`config.mk`:
```
export PLATFORM = sky130hd
export DESIGN_NAME = adc_serial_readout_sequencer
export DESIGN_NICKNAME = d
export VERILOG_FILES = /design/src/logic/adc_seq_pkg.sv /design/src/logic/tick_divider.sv /design/src/logic/adc_serial_readout_sequencer.sv
export VERILOG_INCLUDE_DIRS = /design/src /design/src/logic
export SDC_FILE = /design/constraint.sdc
export NUM_CORES = 1
export LEC_CHECK = 0
export BUFFER_PORTS_ARGS = -buffer_cell sky130_fd_sc_hd__buf_2
export CAP_MARGIN = 20
export CORE_ASPECT_RATIO = 2
export CORE_MARGIN = 1.5
export CORE_UTILIZATION = 35
export CTS_CLUSTER_DIAMETER = 100
export DETAILED_ROUTE_END_ITERATION = 6
export PLACE_DENSITY = 0.6
export SYNTH_ARGS = -nofsm -noshare
export SYNTH_HDL_FRONTEND = slang
export SYNTH_SLANG_ARGS = --single-unit
```
`constraint.sdc`:
```
create_clock -name sys_clk -period 3.6 [get_ports sys_clk]
set_input_delay 1.08 -clock sys_clk [delete_from_list [all_inputs] [get_ports sys_clk]]
set_output_delay 1.08 -clock sys_clk [all_outputs]
set_load 0.02 [all_outputs]
```
`src/logic/adc_seq_consts.svh`:
```
`ifndef ADC_SEQ_CONSTS_SVH
`define ADC_SEQ_CONSTS_SVH

// System clock period
`define SYS_CLK_NS          20

// Conversion length, internal oscillator
`define CONV_TIME_MS        147
`define CONV_CYC            ((`CONV_TIME_MS * 1000000) / `SYS_CLK_NS)

// Conversion length in external conversion clock periods
`define EXT_CONV_PERIODS    20510

// Longest data output state, internal oscillator and internal SCK
`define DOUT_MAX_NS         1090000
`define DOUT_OSC_PERIODS    152
`define OSC_CYC             ((`DOUT_MAX_NS / `SYS_CLK_NS) / `DOUT_OSC_PERIODS)

// Internal SCK is the conversion clock divided by this
`define SCK_DIV             8

// Lowest external conversion clock that counts as present
`define EXT_DET_HZ          2560
`define EXT_DET_CYC         (1000000000 / (`EXT_DET_HZ * `SYS_CLK_NS))

// Output frame layout
`define FRAME_BITS          19
`define FRAME_EOC_POS       18
`define FRAME_DUMMY_POS     17
`define FRAME_SIGN_POS      16
`define FRAME_LAST_FALL     18

`endif

```
`src/logic/adc_seq_pkg.sv`:
```
package adc_seq_pkg;

    typedef enum logic [1:0] {
        ST_CONVERT,
        ST_SLEEP,
        ST_DOUT
    } seq_state_t;

endpackage

```
`src/logic/tick_divider.sv`:
```
`timescale 1ns/1ns
`default_nettype none

module tick_divider #(
    parameter int DIV = 8
) (
    // Clock and reset
    input  wire logic sys_clk,
    input  wire logic reset_n,
    // Count control
    input  wire logic enable,
    input  wire logic restart,
    // One cycle every DIV enabled cycles
    output logic      tick
);

    localparam int W = (DIV > 2) ? $clog2(DIV) : 1;

    generate
        if (DIV < 2) begin : g_bad_div
            $error("tick_divider needs DIV of at least 2");
        end
    endgenerate

    logic [W-1:0] cnt_reg;
    logic [W-1:0] cnt_next;
    logic         tick_reg;
    logic         tick_next;

    always_comb begin
        cnt_next  = cnt_reg;
        tick_next = 1'b0;
        if (restart) begin
            cnt_next = '0;
        end else if (enable) begin
            if (cnt_reg == W'(DIV - 1)) begin
                cnt_next  = '0;
                tick_next = 1'b1;
            end else begin
                cnt_next = cnt_reg + 1'b1;
            end
        end
    end

    always_ff @(posedge sys_clk) begin
        if (!reset_n) begin
            cnt_reg  <= '0;
            tick_reg <= 1'b0;
        end else begin
            cnt_reg  <= cnt_next;
            tick_reg <= tick_next;
        end
    end

    assign tick = tick_reg;

endmodule // tick_divider

`default_nettype wire

```
`src/logic/adc_serial_readout_sequencer.sv`:
```
`include "adc_seq_consts.svh"
`timescale 1ns/1ns
`default_nettype none

module adc_serial_readout_sequencer #(
    parameter int CONV_CYC    = `CONV_CYC,
    parameter int EXT_DET_CYC = `EXT_DET_CYC,
    parameter int OSC_CYC     = `OSC_CYC
) (
    // Clock and reset
    input  wire logic        sys_clk,
    input  wire logic        reset_n,
    // Serial port
    input  wire logic        cs_n,
    input  wire logic        sck_in,
    output logic             sck_out,
    output logic             sck_oe,
    output logic             sdo_out,
    output logic             sdo_oe,
    // Conversion clock source pin
    input  wire logic        conv_clock_select_pin,
    // Result from the filter
    input  wire logic [15:0] result_data,
    input  wire logic        result_sign,
    // Status to the converter core
    output logic             conv_start,
    output logic             conv_busy,
    output logic             ext_sck_mode,
    output logic             ext_osc_active
);

    localparam int CW = 23;
    localparam int DW = 16;

    generate
        if (CONV_CYC < 2 || CONV_CYC >= (1 << CW)) begin : g_bad_conv
            $error("CONV_CYC out of range for the conversion counter");
        end
        if (EXT_DET_CYC < 2 || EXT_DET_CYC >= (1 << DW)) begin : g_bad_det
            $error("EXT_DET_CYC out of range for the detect counter");
        end
    endgenerate

    adc_seq_pkg::seq_state_t state_reg;
    adc_seq_pkg::seq_state_t state_next;

    logic [CW-1:0]            conv_cnt_reg;
    logic [CW-1:0]            conv_cnt_next;
    logic [4:0]               bit_cnt_reg;
    logic [4:0]               bit_cnt_next;
    logic [`FRAME_BITS-1:0]   shift_reg;
    logic [`FRAME_BITS-1:0]   shift_next;
    logic                     sck_lvl_reg;
    logic                     sck_lvl_next;
    logic                     ext_mode_reg;
    logic                     ext_mode_next;
    logic                     por_pending_reg;
    logic                     conv_start_reg;
    logic                     conv_start_next;
    logic                     cs_q_reg;
    logic                     sck_q_reg;
    logic                     osc_pin_q_reg;
    logic [DW-1:0]            det_cnt_reg;
    logic [DW-1:0]            det_cnt_next;
    logic                     sdo_out_reg;
    logic                     sdo_out_next;
    logic                     sdo_oe_reg;
    logic                     sck_out_reg;
    logic                     sck_oe_reg;
    logic                     busy_reg;
    // Flopped copy of the detect compare so the status output is a register
    logic                     ext_active_reg;

    logic                     cs_fall;
    logic                     cs_rise;
    logic                     sck_rise_ext;
    logic                     sck_fall_ext;
    logic                     ext_rise;
    logic                     ext_present;
    logic                     osc_tick;
    logic                     conv_tick;
    logic                     conv_step;
    logic [CW-1:0]            conv_last;
    logic                     half_run;
    logic                     half_tick;

    assign cs_fall      = cs_q_reg & ~cs_n;
    assign cs_rise      = ~cs_q_reg & cs_n;
    assign sck_rise_ext = sck_in & ~sck_q_reg;
    assign sck_fall_ext = ~sck_in & sck_q_reg;
    assign ext_rise     = conv_clock_select_pin & ~osc_pin_q_reg;

    // A pin held low or too slow falls back to the internal oscillator
    assign ext_present = (det_cnt_reg < DW'(EXT_DET_CYC));

    always_comb begin
        det_cnt_next = det_cnt_reg;
        if (ext_rise) begin
            det_cnt_next = '0;
        end else if (!ext_present) begin
            det_cnt_next = det_cnt_reg;
        end else begin
            det_cnt_next = det_cnt_reg + 1'b1;
        end
    end

    // Internal oscillator period
    tick_divider #(
        .DIV (OSC_CYC)
    ) u_osc_div (
        .sys_clk (sys_clk),
        .reset_n (reset_n),
        .enable  (1'b1),
        .restart (1'b0),
        .tick    (osc_tick)
    );

    assign conv_tick = ext_present ? ext_rise : osc_tick;

    // Half period of the internal SCK; runs only while it may toggle
    assign half_run = ~cs_n & ~ext_mode_reg
                    & ((state_reg == adc_seq_pkg::ST_SLEEP) | (state_reg == adc_seq_pkg::ST_DOUT));

    tick_divider #(
        .DIV (`SCK_DIV / 2)
    ) u_sck_div (
        .sys_clk (sys_clk),
        .reset_n (reset_n),
        .enable  (half_run & conv_tick),
        .restart (~half_run),
        .tick    (half_tick)
    );

    // Internal oscillator counts system cycles for the exact length
    assign conv_step = ext_present ? ext_rise : 1'b1;
    assign conv_last = ext_present ? CW'(`EXT_CONV_PERIODS - 1)
                                   : CW'(CONV_CYC - 1);

    always_comb begin
        state_next      = state_reg;
        conv_cnt_next   = conv_cnt_reg;
        bit_cnt_next    = bit_cnt_reg;
        shift_next      = shift_reg;
        sck_lvl_next    = sck_lvl_reg;
        conv_start_next = por_pending_reg;
        ext_mode_next   = ext_mode_reg;

        if (por_pending_reg) begin
            ext_mode_next = ~sck_in;
        end else if (cs_fall) begin
            ext_mode_next = ~sck_in;
        end

        case (state_reg)
            adc_seq_pkg::ST_CONVERT: begin
                // SCK held high and extra host clocks ignored while converting
                sck_lvl_next = 1'b1;
                if (conv_step) begin
                    if (conv_cnt_reg == conv_last) begin
                        state_next    = adc_seq_pkg::ST_SLEEP;
                        conv_cnt_next = '0;
                        shift_next    = {1'b0, 1'b0, result_sign, result_data};
                    end else begin
                        conv_cnt_next = conv_cnt_reg + 1'b1;
                    end
                end
            end

            adc_seq_pkg::ST_SLEEP: begin
                bit_cnt_next = '0;
                if (cs_n) begin
                    sck_lvl_next = 1'b1;
                end else if (ext_mode_reg) begin
                    if (sck_rise_ext) begin
                        state_next = adc_seq_pkg::ST_DOUT;
                    end
                end else if (!sck_lvl_reg && half_tick) begin
                    sck_lvl_next = 1'b1;
                    state_next   = adc_seq_pkg::ST_DOUT;
                end else begin
                    sck_lvl_next = 1'b0;
                end
            end

            adc_seq_pkg::ST_DOUT: begin
                if (cs_rise) begin
                    state_next      = adc_seq_pkg::ST_CONVERT;
                    conv_cnt_next   = '0;
                    conv_start_next = 1'b1;
                    sck_lvl_next    = 1'b1;
                end else if (ext_mode_reg) begin
                    if (sck_fall_ext) begin
                        if (bit_cnt_reg == 5'(`FRAME_LAST_FALL)) begin
                            state_next      = adc_seq_pkg::ST_CONVERT;
                            conv_cnt_next   = '0;
                            conv_start_next = 1'b1;
                        end else begin
                            shift_next   = {shift_reg[`FRAME_BITS-2:0], 1'b0};
                            bit_cnt_next = bit_cnt_reg + 1'b1;
                        end
                    end
                end else if (half_tick) begin
                    if (sck_lvl_reg) begin
                        sck_lvl_next = 1'b0;
                        shift_next   = {shift_reg[`FRAME_BITS-2:0], 1'b0};
                        bit_cnt_next = bit_cnt_reg + 1'b1;
                    end else begin
                        sck_lvl_next = 1'b1;
                        // Last rising edge ends the frame, SCK stays high
                        if (bit_cnt_reg == 5'(`FRAME_LAST_FALL)) begin
                            state_next      = adc_seq_pkg::ST_CONVERT;
                            conv_cnt_next   = '0;
                            conv_start_next = 1'b1;
                        end
                    end
                end
            end

            default: begin
                state_next    = adc_seq_pkg::ST_CONVERT;
                conv_cnt_next = '0;
            end
        endcase
    end

    // Data line shows the frame in output, else the flag
    always_comb begin
        if (state_next == adc_seq_pkg::ST_DOUT) begin
            sdo_out_next = shift_next[`FRAME_EOC_POS];
        end else begin
            sdo_out_next = (state_next == adc_seq_pkg::ST_CONVERT);
        end
    end

    always_ff @(posedge sys_clk) begin
        if (!reset_n) begin
            state_reg       <= adc_seq_pkg::ST_CONVERT;
            conv_cnt_reg    <= '0;
            bit_cnt_reg     <= '0;
            shift_reg       <= '0;
            sck_lvl_reg     <= 1'b1;
            ext_mode_reg    <= 1'b0;
            por_pending_reg <= 1'b1;
            conv_start_reg  <= 1'b0;
            cs_q_reg        <= 1'b1;
            sck_q_reg       <= 1'b1;
            osc_pin_q_reg   <= 1'b0;
            det_cnt_reg     <= DW'(EXT_DET_CYC);
            sdo_out_reg     <= 1'b1;
            sdo_oe_reg      <= 1'b0;
            sck_out_reg     <= 1'b1;
            sck_oe_reg      <= 1'b0;
            busy_reg        <= 1'b1;
            ext_active_reg  <= 1'b0;
        end else begin
            state_reg       <= state_next;
            conv_cnt_reg    <= conv_cnt_next;
            bit_cnt_reg     <= bit_cnt_next;
            shift_reg       <= shift_next;
            sck_lvl_reg     <= sck_lvl_next;
            ext_mode_reg    <= ext_mode_next;
            por_pending_reg <= 1'b0;
            conv_start_reg  <= conv_start_next;
            cs_q_reg        <= cs_n;
            sck_q_reg       <= sck_in;
            osc_pin_q_reg   <= conv_clock_select_pin;
            det_cnt_reg     <= det_cnt_next;
            sdo_out_reg     <= sdo_out_next;
            sdo_oe_reg      <= ~cs_n;
            sck_out_reg     <= sck_lvl_next;
            sck_oe_reg      <= ~cs_n & ~ext_mode_next;
            busy_reg        <= (state_next == adc_seq_pkg::ST_CONVERT);
            ext_active_reg  <= (det_cnt_next < DW'(EXT_DET_CYC));
        end
    end

    assign sdo_out        = sdo_out_reg;
    assign sdo_oe         = sdo_oe_reg;
    assign sck_out        = sck_out_reg;
    assign sck_oe         = sck_oe_reg;
    assign conv_start     = conv_start_reg;
    assign conv_busy      = busy_reg;
    assign ext_sck_mode   = ext_mode_reg;
    assign ext_osc_active = ext_active_reg;

endmodule // adc_serial_readout_sequencer

`default_nettype wire

```
# [Word level (Yosys, flattened, before mapping)]
# Index checks and enable logic that the tools add are counted.
[word_totals] register_bits=90 out_inout_bits=8 word_cells=147
[op_classes] n_addsub=5 n_lt_le_gt_ge=2 n_eq_ne=20 mux=65 bitwise_logic=19 n_reduce_logical=14
[ops] op="23-bit 2-to-1 mux" n=9
[ops] op="19-bit 2-to-1 mux" n=8
[ops] op="23-bit case mux with 3 select lines" n=1
[ops] op="19-bit case mux with 2 select lines" n=1
[ops] op="16-bit by 15-bit less-than comparator with 1-bit output (second input constant)" n=2
[ops] op="16-bit 2-to-1 mux" n=2
[ops] op="5-bit 2-to-1 mux" n=6
[ops] op="2-bit 2-to-1 mux" n=13
[ops] op="23-bit by 1-bit adder with 23-bit output (second input constant)" n=1
[ops] op="23-bit == test" n=1
[ops] op="1-bit 2-to-1 mux" n=22
[ops] op="16-bit by 1-bit adder with 16-bit output (second input constant)" n=1
[ops] op="3-bit != test (second input constant)" n=5
[ops] op="5-bit case mux with 2 select lines" n=1
[ops] op="9-bit by 1-bit adder with 9-bit output (second input constant)" n=1
[ops] op="1-bit AND" n=9
[ops] op="9-bit == test (second input constant)" n=1
[ops] op="1-bit NOT" n=9
[ops] op="4-bit != test (second input constant)" n=2
[ops] op="8-bit AND reduction" n=1
[ops] op="2-bit == test (second input constant)" n=3
[ops] op="2-bit != test (second input constant)" n=3
[ops] op="3-bit by 2-bit != test with 1-bit output (second input constant)" n=2
[ops] op="2-bit case mux with 3 select lines" n=1
[ops] op="other kinds (18)" n=20

# [Longest topological paths before layout]
# Gate-level depths: netlist (run 1).
[logic_depth] depth_word=9 ltp_mapped=10 ltp_nobuf=8

# [Cells and area by module]
# From an unflattened synthesis (run 1), not the netlist that was laid out.
[hier_totals] hier_cells=558 area_unflattened_um2=4777.1
[by_module_without_submodules] mod="adc_serial_readout_sequencer" instances=1 cells_per_inst=484 area_per_inst_um2=4077.7 seq_area_each_um2=1541.5
[by_module_without_submodules] mod="tick_divider (u_osc_div)" instances=1 cells_per_inst=62 area_per_inst_um2=575.6 seq_area_each_um2=200.2
[by_module_without_submodules] mod="tick_divider (u_sck_div)" instances=1 cells_per_inst=12 area_per_inst_um2=123.9 seq_area_each_um2=60.1

# [Least setup slack after synthesis (run 1)]
# Ideal clock, no wire load.
[synth_timing] kind="input port to flip-flop" from="input sck_in" to="register conv_cnt_reg[17]" setup_ns=0.070 arrival_time_ns=2.583 setup_slack_ns=0.947 stages=7 n_path_buf=1 path_cell_list="nand3b_1 a21boi_1 o21a_1 clkbuf_1 nand2_4 or4_1 a21oi_1"
[synth_via] elab_chain_cells=4
[synth_lines] element="start: declaration" line="adc_serial_readout_sequencer.sv:15" text="input wire logic sck_in,"
[synth_lines] element="1-bit NOT" line="adc_serial_readout_sequencer.sv:90" text="assign sck_fall_ext = ~sck_in & sck_q_reg;"
[synth_lines] element="1-bit AND" line="adc_serial_readout_sequencer.sv:90"
[synth_lines] element="4-bit != test (no source line)"
[synth_lines] element="5-bit AND reduction (no source line)"
[synth_lines] element="end signal: assignment" line="adc_serial_readout_sequencer.sv:257" text="conv_cnt_reg <= conv_cnt_next;"
[synth_lines] element="end: declaration" line="adc_serial_readout_sequencer.sv:47" text="logic [CW-1:0] conv_cnt_reg;"
# Every way passes these cells.
# A chain may end at the register's enable or synchronous reset.

# [Final worst setup path (run 1)]
[layout_timing] from="register det_cnt_reg[0]" to="register conv_cnt_reg[22]"
[layout_via] elab_chain_cells=6
[layout_lines] element="start: declaration" line="adc_serial_readout_sequencer.sv:63" text="logic [DW-1:0] det_cnt_reg;"
[layout_lines] element="start signal: assignment" line="adc_serial_readout_sequencer.sv:248" text="det_cnt_reg <= DW'(EXT_DET_CYC);"
[layout_lines] element="start signal: assignment" line="adc_serial_readout_sequencer.sv:267" text="det_cnt_reg <= det_cnt_next;"
[layout_lines] element="16-bit by 15-bit less-than comparator with 1-bit output (*)" line="adc_serial_readout_sequencer.sv:94" text="assign ext_present = (det_cnt_reg < DW'(EXT_DET_CYC));"
[layout_lines] element="23-bit 2-to-1 mux" line="adc_serial_readout_sequencer.sv:136" text="assign conv_last = ext_present ? CW'(`EXT_CONV_PERIODS - 1)"
[layout_lines] element="23-bit == test" line="adc_serial_readout_sequencer.sv:159" text="if (conv_cnt_reg == conv_last) begin"
[layout_lines] element="23-bit 2-to-1 mux" line="adc_serial_readout_sequencer.sv:159"
[layout_lines] element="23-bit 2-to-1 mux" line="adc_serial_readout_sequencer.sv:158" text="if (conv_step) begin"
[layout_lines] element="23-bit case mux with 3 select lines" line="adc_serial_readout_sequencer.sv:154" text="case (state_reg)"
# Mark *: on every way between the ends. The rest lies on a longest branch, timed or not. The select of a mux whose other input is x is not followed.

==> results of run 1 <==
==> logic make-up (layout without fill, tap and decap cells) <==
| group | Yosys count | count (layout) |
|---|---|---|
| buf+inv | 49 | 74 |
| compound gates | 129 | 129 |
| xor+xnor | 38 | 38 |
| flops | 90 | 90 |
| simple gates | 230 | 230 |
| mux | 6 | 6 |
| fa+ha+maj | 11 | 11 |
==> metrics by stage <==
step / hold WS (ps) / instance area (sq um) / util (%) / power, mW
4_1_cts: 488 / 5270 / 40.4 / 2.14
6_report: 487 / 5270 / 40.4 / 2.13
5_1_grt: 525 / 5270 / 40.4 / 2.20
3_3_place_gp: 458 / 5000 / 38.2 / 1.25
2_1_floorplan: 448 / 4720 / - / 1.20
3_5_place_dp: 478 / 5000 / 38.2 / 1.26
==> per-layer routing <==
metal	part of all wire (%)	track usage, %	up-vias
li1	-	-	2067
met1	39	17.6	2043
met2	55	32.0	111
met3	2.8	2.66	34
met4	3.7	8.41	0
met5	0	0	-
==> power groups by stage <==
stage	Clock [mW]	Sequential (mW)	Combinational (mW)
floorplan	0	1.06	0.140
global placement	0	1.07	0.186
detailed placement	0	1.07	0.191
CTS	0.903	1.05	0.191
global route	0.940	1.05	0.209
finish	0.888	1.05	0.190
==> worst min-delay path: stages (launching register included) <==
cell     delay (ps)
dfxtp_1         330
nand2_1          60
a21oi_1          50
==> area by class of cell <==
class	instances	area [sq um]
repair buffers	40	228
clock inverters	6	50.0
fillers	1293	7790
multi-input cells	414	2710
well taps	152	190
inverters	19	71.3
flip-flops and latches	90	1800
clock buffers	9	225
==> path summary, 6_finish.rpt <==
kind | to | slack, ps | cells after the start
worst max-delay path | conv_cnt_reg[22] | 490 | 7
worst max register to register | conv_cnt_reg[22] | 490 | 7
worst min register to register | u_sck_div.cnt_reg[0] | 490 | 2
worst min-delay path | u_sck_div.cnt_reg[0] | 490 | 2
==> synth_stat cells (4+ instances only) <==
cell type | number | area share [%]
a22oi_1 | 18 | 2.9
o21ai_2 | 10 | 1.9
nor2_1 | 62 | 4.9
a21oi_1 | 17 | 1.8
o211ai_1 | 17 | 2.7
or3_1 | 6 | 0.80
a211oi_1 | 6 | 0.96
xor2_1 | 25 | 4.6
nor4b_1 | 5 | 0.93
buf_2 | 9 | 0.96
nor3_1 | 11 | 1.2
nand2b_1 | 5 | 0.66
xnor2_1 | 13 | 2.4
and2_1 | 8 | 1.1
nor2b_1 | 6 | 0.80
nand2_1 | 33 | 2.6
o21ai_0 | 17 | 1.8
and3_1 | 8 | 1.1
inv_1 | 19 | 1.5
nor4_1 | 8 | 1.1
or4_1 | 5 | 0.80
o21ai_1 | 11 | 1.2
dfxtp_1 | 90 | 38
mux2i_1 | 6 | 1.3
clkbuf_1 | 16 | 1.3
nand3_1 | 22 | 2.3
nand3b_1 | 5 | 0.80
nand4_1 | 25 | 3.3
ha_1 | 11 | 2.9
o31ai_1 | 4 | 0.64
==> metrics, run 1 <==
Leakage Power=1.84 nW; 1st-pass router iterations=4; CP peak stage delay=610 ps; largest net degree at the start of global routing=33; Peak supply drop=305 uV; WP data required=3860 ps; num ports=30; worst-path cell chain=ha_1 > o21ai_1 > a2111oi_4 > or4_1 > nand3_1 > or3_1 > a21oi_1; max reg flops=23; switching share of power=26.4%; CTS Buf Count=9; gr usage total=16.9%; Worst Hold Class=reg2reg; Setup crit start=det_cnt_reg[0]; Mapped Cells=553; Period minus WS final=3110 ps; CTS tree=done; measured slew at the worst slew-check pin=811 ps; TNS Setup=0 ps; endpoint class of the critical path=flop; register bit total from synthesis=90; # DRC=0; Main synth FF type=dfxtp_1; Post-Synth XOR/XNOR Area=7.06%; crit path launch type=flop; Seq/Total Area, Yosys=38.2%; # clock sinks=90; fin. max-slew vios=0; antenna violations before repair=0; first-pass GRT wire length=19.5 mm; Worst Skew=8.23 ps; DP HPWL=8.60 mm; Clock Latency Late Sink=340 ps; row count=59; WL final=11.8 mm; status=finished, final reports clean; core area=0.0131 sq mm; mean number of vias per cell=5.83; vias in the first global route=4132; Final Hold Fails=0; Arr. time, crit path=3370 ps; post-route ant nets=0; grt ovf=0; Clock H-tree levels=3; Nets=607; proportion of layout cells with a drive suffix above 1=13.7%; FFs w/ async S/R, synth=0%; Pint=1.56 mW; sw power=0.562 mW; Die ar.=0.0142 sq mm; family with the most delay on the worst path=simple AND/OR/NAND/NOR gates; Simple-Gate Fraction of Synth Area=26.4%; post-CTS sizing=0; Mapped Area=0.00472 sq mm; CP bufs+invs=0; hold_sp=u_sck_div.cnt_reg[0]; count of input and output buffers=29; clk buf depth=2; Finished Layout Cells=730; Final setup viols=0; Root Driver=clkbuf_16; most common cell after layout, fill and taps aside=dfxtp_1; Worst R2R Start=det_cnt_reg[0]; Cell Count Post-Placement=715; post-synthesis mux area share=1.27%; P&R area growth vs syn=11.8%; sequential share of power=49.3%; post-synthesis cell type count=67; # diodes=0; most frequent cells in the layout=90 x dfxtp_1, 62 x nor2_1, 33 x nand2_1; Iteration-0 DRC Markers=292; maximum clock rate=322 MHz; Post-CTS Repair Setup Buffers=0; slowest stage cell, crit path=a2111oi_4; CP max FO=17; post-synthesis compound-gate area fraction=19.8%; Post-Synth Adder-Cell Area=2.92%; GP Congestion=0.916; routed len/inst=16.2 um; maxcap violations=0; Worst Slack Setup Final=493 ps; # hold bufs at CTS=0; Post-Syn Nets=586; unrepaired setup endpoints after global routing=false; Die Wd=85.1 um; initial cell density of the core=36.1%; Die Height=167 um; Post-synth EDFFs=0; pre-CTS setup slack=513 ps; WS Path Type=reg2reg; Ys Warns=0; Logic pwr share=9.0%; Syn Area/Cell=8.53 sq um; Via Count=4255; Pwr Density=403 mW/mm^2; Max-slew headroom=45.5%; Clk pwr share=41.8%; Reg clk slew, reported paths=70 ps; combinational family with the most area after synthesis=simple AND/OR/NAND/NOR gates; period utilization=86.3%
Power figures use the tool's default switching activity.
==> run 2: changes to the inputs <==
- SYNTH_HIERARCHICAL: default -> 1
==> run 2 against run 1 <==
- the run now ends with design-rule violations left
- critical endpoint is now shift_reg[2]
- critical path type unchanged
- core utilization shrank 0.54 points
- largest power group unchanged
- non-clock buffer count is 4 lower
- largest cell class unchanged
- final cell count is 0.55% higher
- synthesized cell count up 0.90%
- register-to-register slack improved by 580 ps
- clock power up 16%
==> metrics, run 2 <==
hold path endpoint=bit_cnt_reg[1]; GP Congestion=0.857; count of input and output buffers=29; reg-to-reg critical path endpoint=shift_reg[2]; CTS Buf Count=9; Die Wd=85.6 um; DP HPWL=8.18 mm; CTS tree=done; initial cell density of the core=35.7%; Peak supply drop=273 uV; Die ar.=0.0144 sq mm; measured slew at the worst slew-check pin=735 ps; Yosys top cell area share=37.7%; P&R area growth vs syn=11.4%; # DRC=1; post-route ant nets=0; maxcap violations=0; Pwr Density=420 mW/mm^2; Post-Syn Nets=591; violated checks=design-rule violations; hold_sp=bit_cnt_reg[1]; unrepaired setup endpoints after global routing=false; Commonest cells post-synth=90 x dfxtp_1, 66 x nor2_1, 43 x nand2_1, 33 x o21ai_0, 31 x a21oi_1; slowest stage cell, crit path=mux2_2; Clock Latency Late Sink=340 ps; period utilization=70.3%; Worst Hold Class=reg2reg; Final Hold Fails=0; worst reg2reg path depth=10; antenna violations before repair=0; proportion of layout cells with a drive suffix above 1=13.6%; FFs w/ async S/R, synth=0%; footprint of the multi-input gates=0.00272 sq mm; status=finished with violations; WP data required=3820 ps; Arr. time, crit path=2750 ps; Storage cell area=0.00180 sq mm; # hold bufs at CTS=0; largest cells by area after synthesis=dfxtp_1 38%, nor2_1 5.2%, xnor2_1 4.8%; # diodes=0; Worst Slack Setup Final=1070 ps; Root Driver=clkbuf_16; Iteration-0 DRC Markers=220; post-synthesis cell type count=76; endpoint class of the critical path=flop; Nets=607; core area=0.0134 sq mm; Worst Hold Depth=2; WL final=11.1 mm; clk buf depth=2; max reg flops=23; fin. max-slew vios=0; grt ovf=0; num ports=30; Post-CTS Repair Setup Buffers=0; mean number of vias per cell=5.51; Worst Skew=9.06 ps; Syn Area/Cell=8.56 sq um; Mapped Area=0.00478 sq mm; Final setup viols=0; gr usage total=16.0%; most frequent cell after synthesis=dfxtp_1; register bit total from synthesis=90; vias in the first global route=3873; most common cell after layout, fill and taps aside=dfxtp_1; Seq/Total Area, Yosys=37.7%; routed len/inst=15.1 um; WS Path Type=reg2reg; R2R Setup Slk=1070 ps; Die Height=168 um; crit path launch type=flop; Cell Count Post-Placement=718; pre-CTS setup slack=769 ps; Leakage Power=1.88 nW; Post-synth EDFFs=0; fill count=1329; Main synth FF type=dfxtp_1; Ys Warns=6; CP peak stage delay=420 ps; Synth area leader=dfxtp_1; first-pass GRT wire length=18.5 mm; 1st-pass router iterations=7; most frequent cells in the layout=90 x dfxtp_1, 66 x nor2_1, 43 x nand2_1; Max-slew headroom=50.9%; # clock sinks=90; Via Count=4047; Mapped Cells=558; largest net degree at the start of global routing=33; Finished Layout Cells=734; TNS Setup=0 ps; Reg clk slew, reported paths=60 ps; worst-path cell chain=ha_1 > o21ai_0 > nand2_1 > a21oi_2 > buf_4 > mux2_2 > a21o_1 > buf_4 > o21ai_0 > a21oi_1; Worst R2R Start=det_cnt_reg[0]; Period minus WS final=2530 ps; row count=60; CP max FO=32; maximum clock rate=395 MHz; post-CTS sizing=0; Clock H-tree levels=3
[run 2: area by class of cell]
type,instances,share of cell area [%]
timing repair buffer,36,3.72
tap,155,3.65
inverter,20,1.41
multi-input combinational,417,51.2
sequential,90,33.9
clock buffer,10,4.49
clock inverter,6,1.67
[run 2: per-stage QoR]
stage          hold slack, ps  area, sq um  power [mW]  util, %
3_3_place_gp              483         4990        1.23     37.4
3_5_place_dp              499         4990        1.23     37.4
2_1_floorplan             465         4780        1.18        -
6_report                  512         5320        2.24     39.8
4_1_cts                   506         5320        2.26     39.8
5_1_grt                   545         5320        2.32     39.8
[run 2: worst max-delay path, delay by kind of cell (launching register included)]
family / cells / cell delay, ps
adders and majority gates: 1 / 290
AOI/OAI and AO/OA: 5 / 730
DFF: 1 / 360
buffers and inverters: 2 / 430
and+or+nand+nor: 1 / 160
muxes: 1 / 420
[run 2: worst max-delay path by stage]
stage                               from               end  slack [ps]  cells past startpoint
after floorplan                   sck_in      shift_reg[1]        1140                      7
after global placement            sck_in  conv_cnt_reg[16]         830                      8
after detailed placement          sck_in  conv_cnt_reg[22]         770                      8
after CTS                 det_cnt_reg[0]      shift_reg[4]        1070                     10
after global routing      det_cnt_reg[0]      shift_reg[5]         830                     10
final                     det_cnt_reg[0]      shift_reg[2]        1070                     10
[run 2: cell families (layout without fill, tap and decap cells)]
family          count (synthesis)  count (layout)  synth area share (%)
flops                          90              90                  37.7
mux                             7               7                  1.52
buf+inv                        51              72                  5.26
fa+ha+maj                      11              11                  2.88
other cells                     2               2                 0.157
xor+xnor                       42              42                  7.70
simple gates                  225             225                  24.9
compound gates                130             130                  19.9
[run 2: power breakdown]
group	total [mW]	switching [mW]	internal, mW	leakage [nW]
logic	0.166	0.0971	0.0685	0.990
clock network	1.03	0.398	0.628	0.155
registers	1.04	0.0284	1.02	0.731
total	2.24	0.524	1.71	1.88
[run 2: metal layers]
metal  vias up  track usage [%]  wire (um)
met1      1932             16.7       4310
met5         -                0          0
li1       2017                -          -
met3        22             2.60        266
met4         0             7.92        350
met2        76             30.2       6180
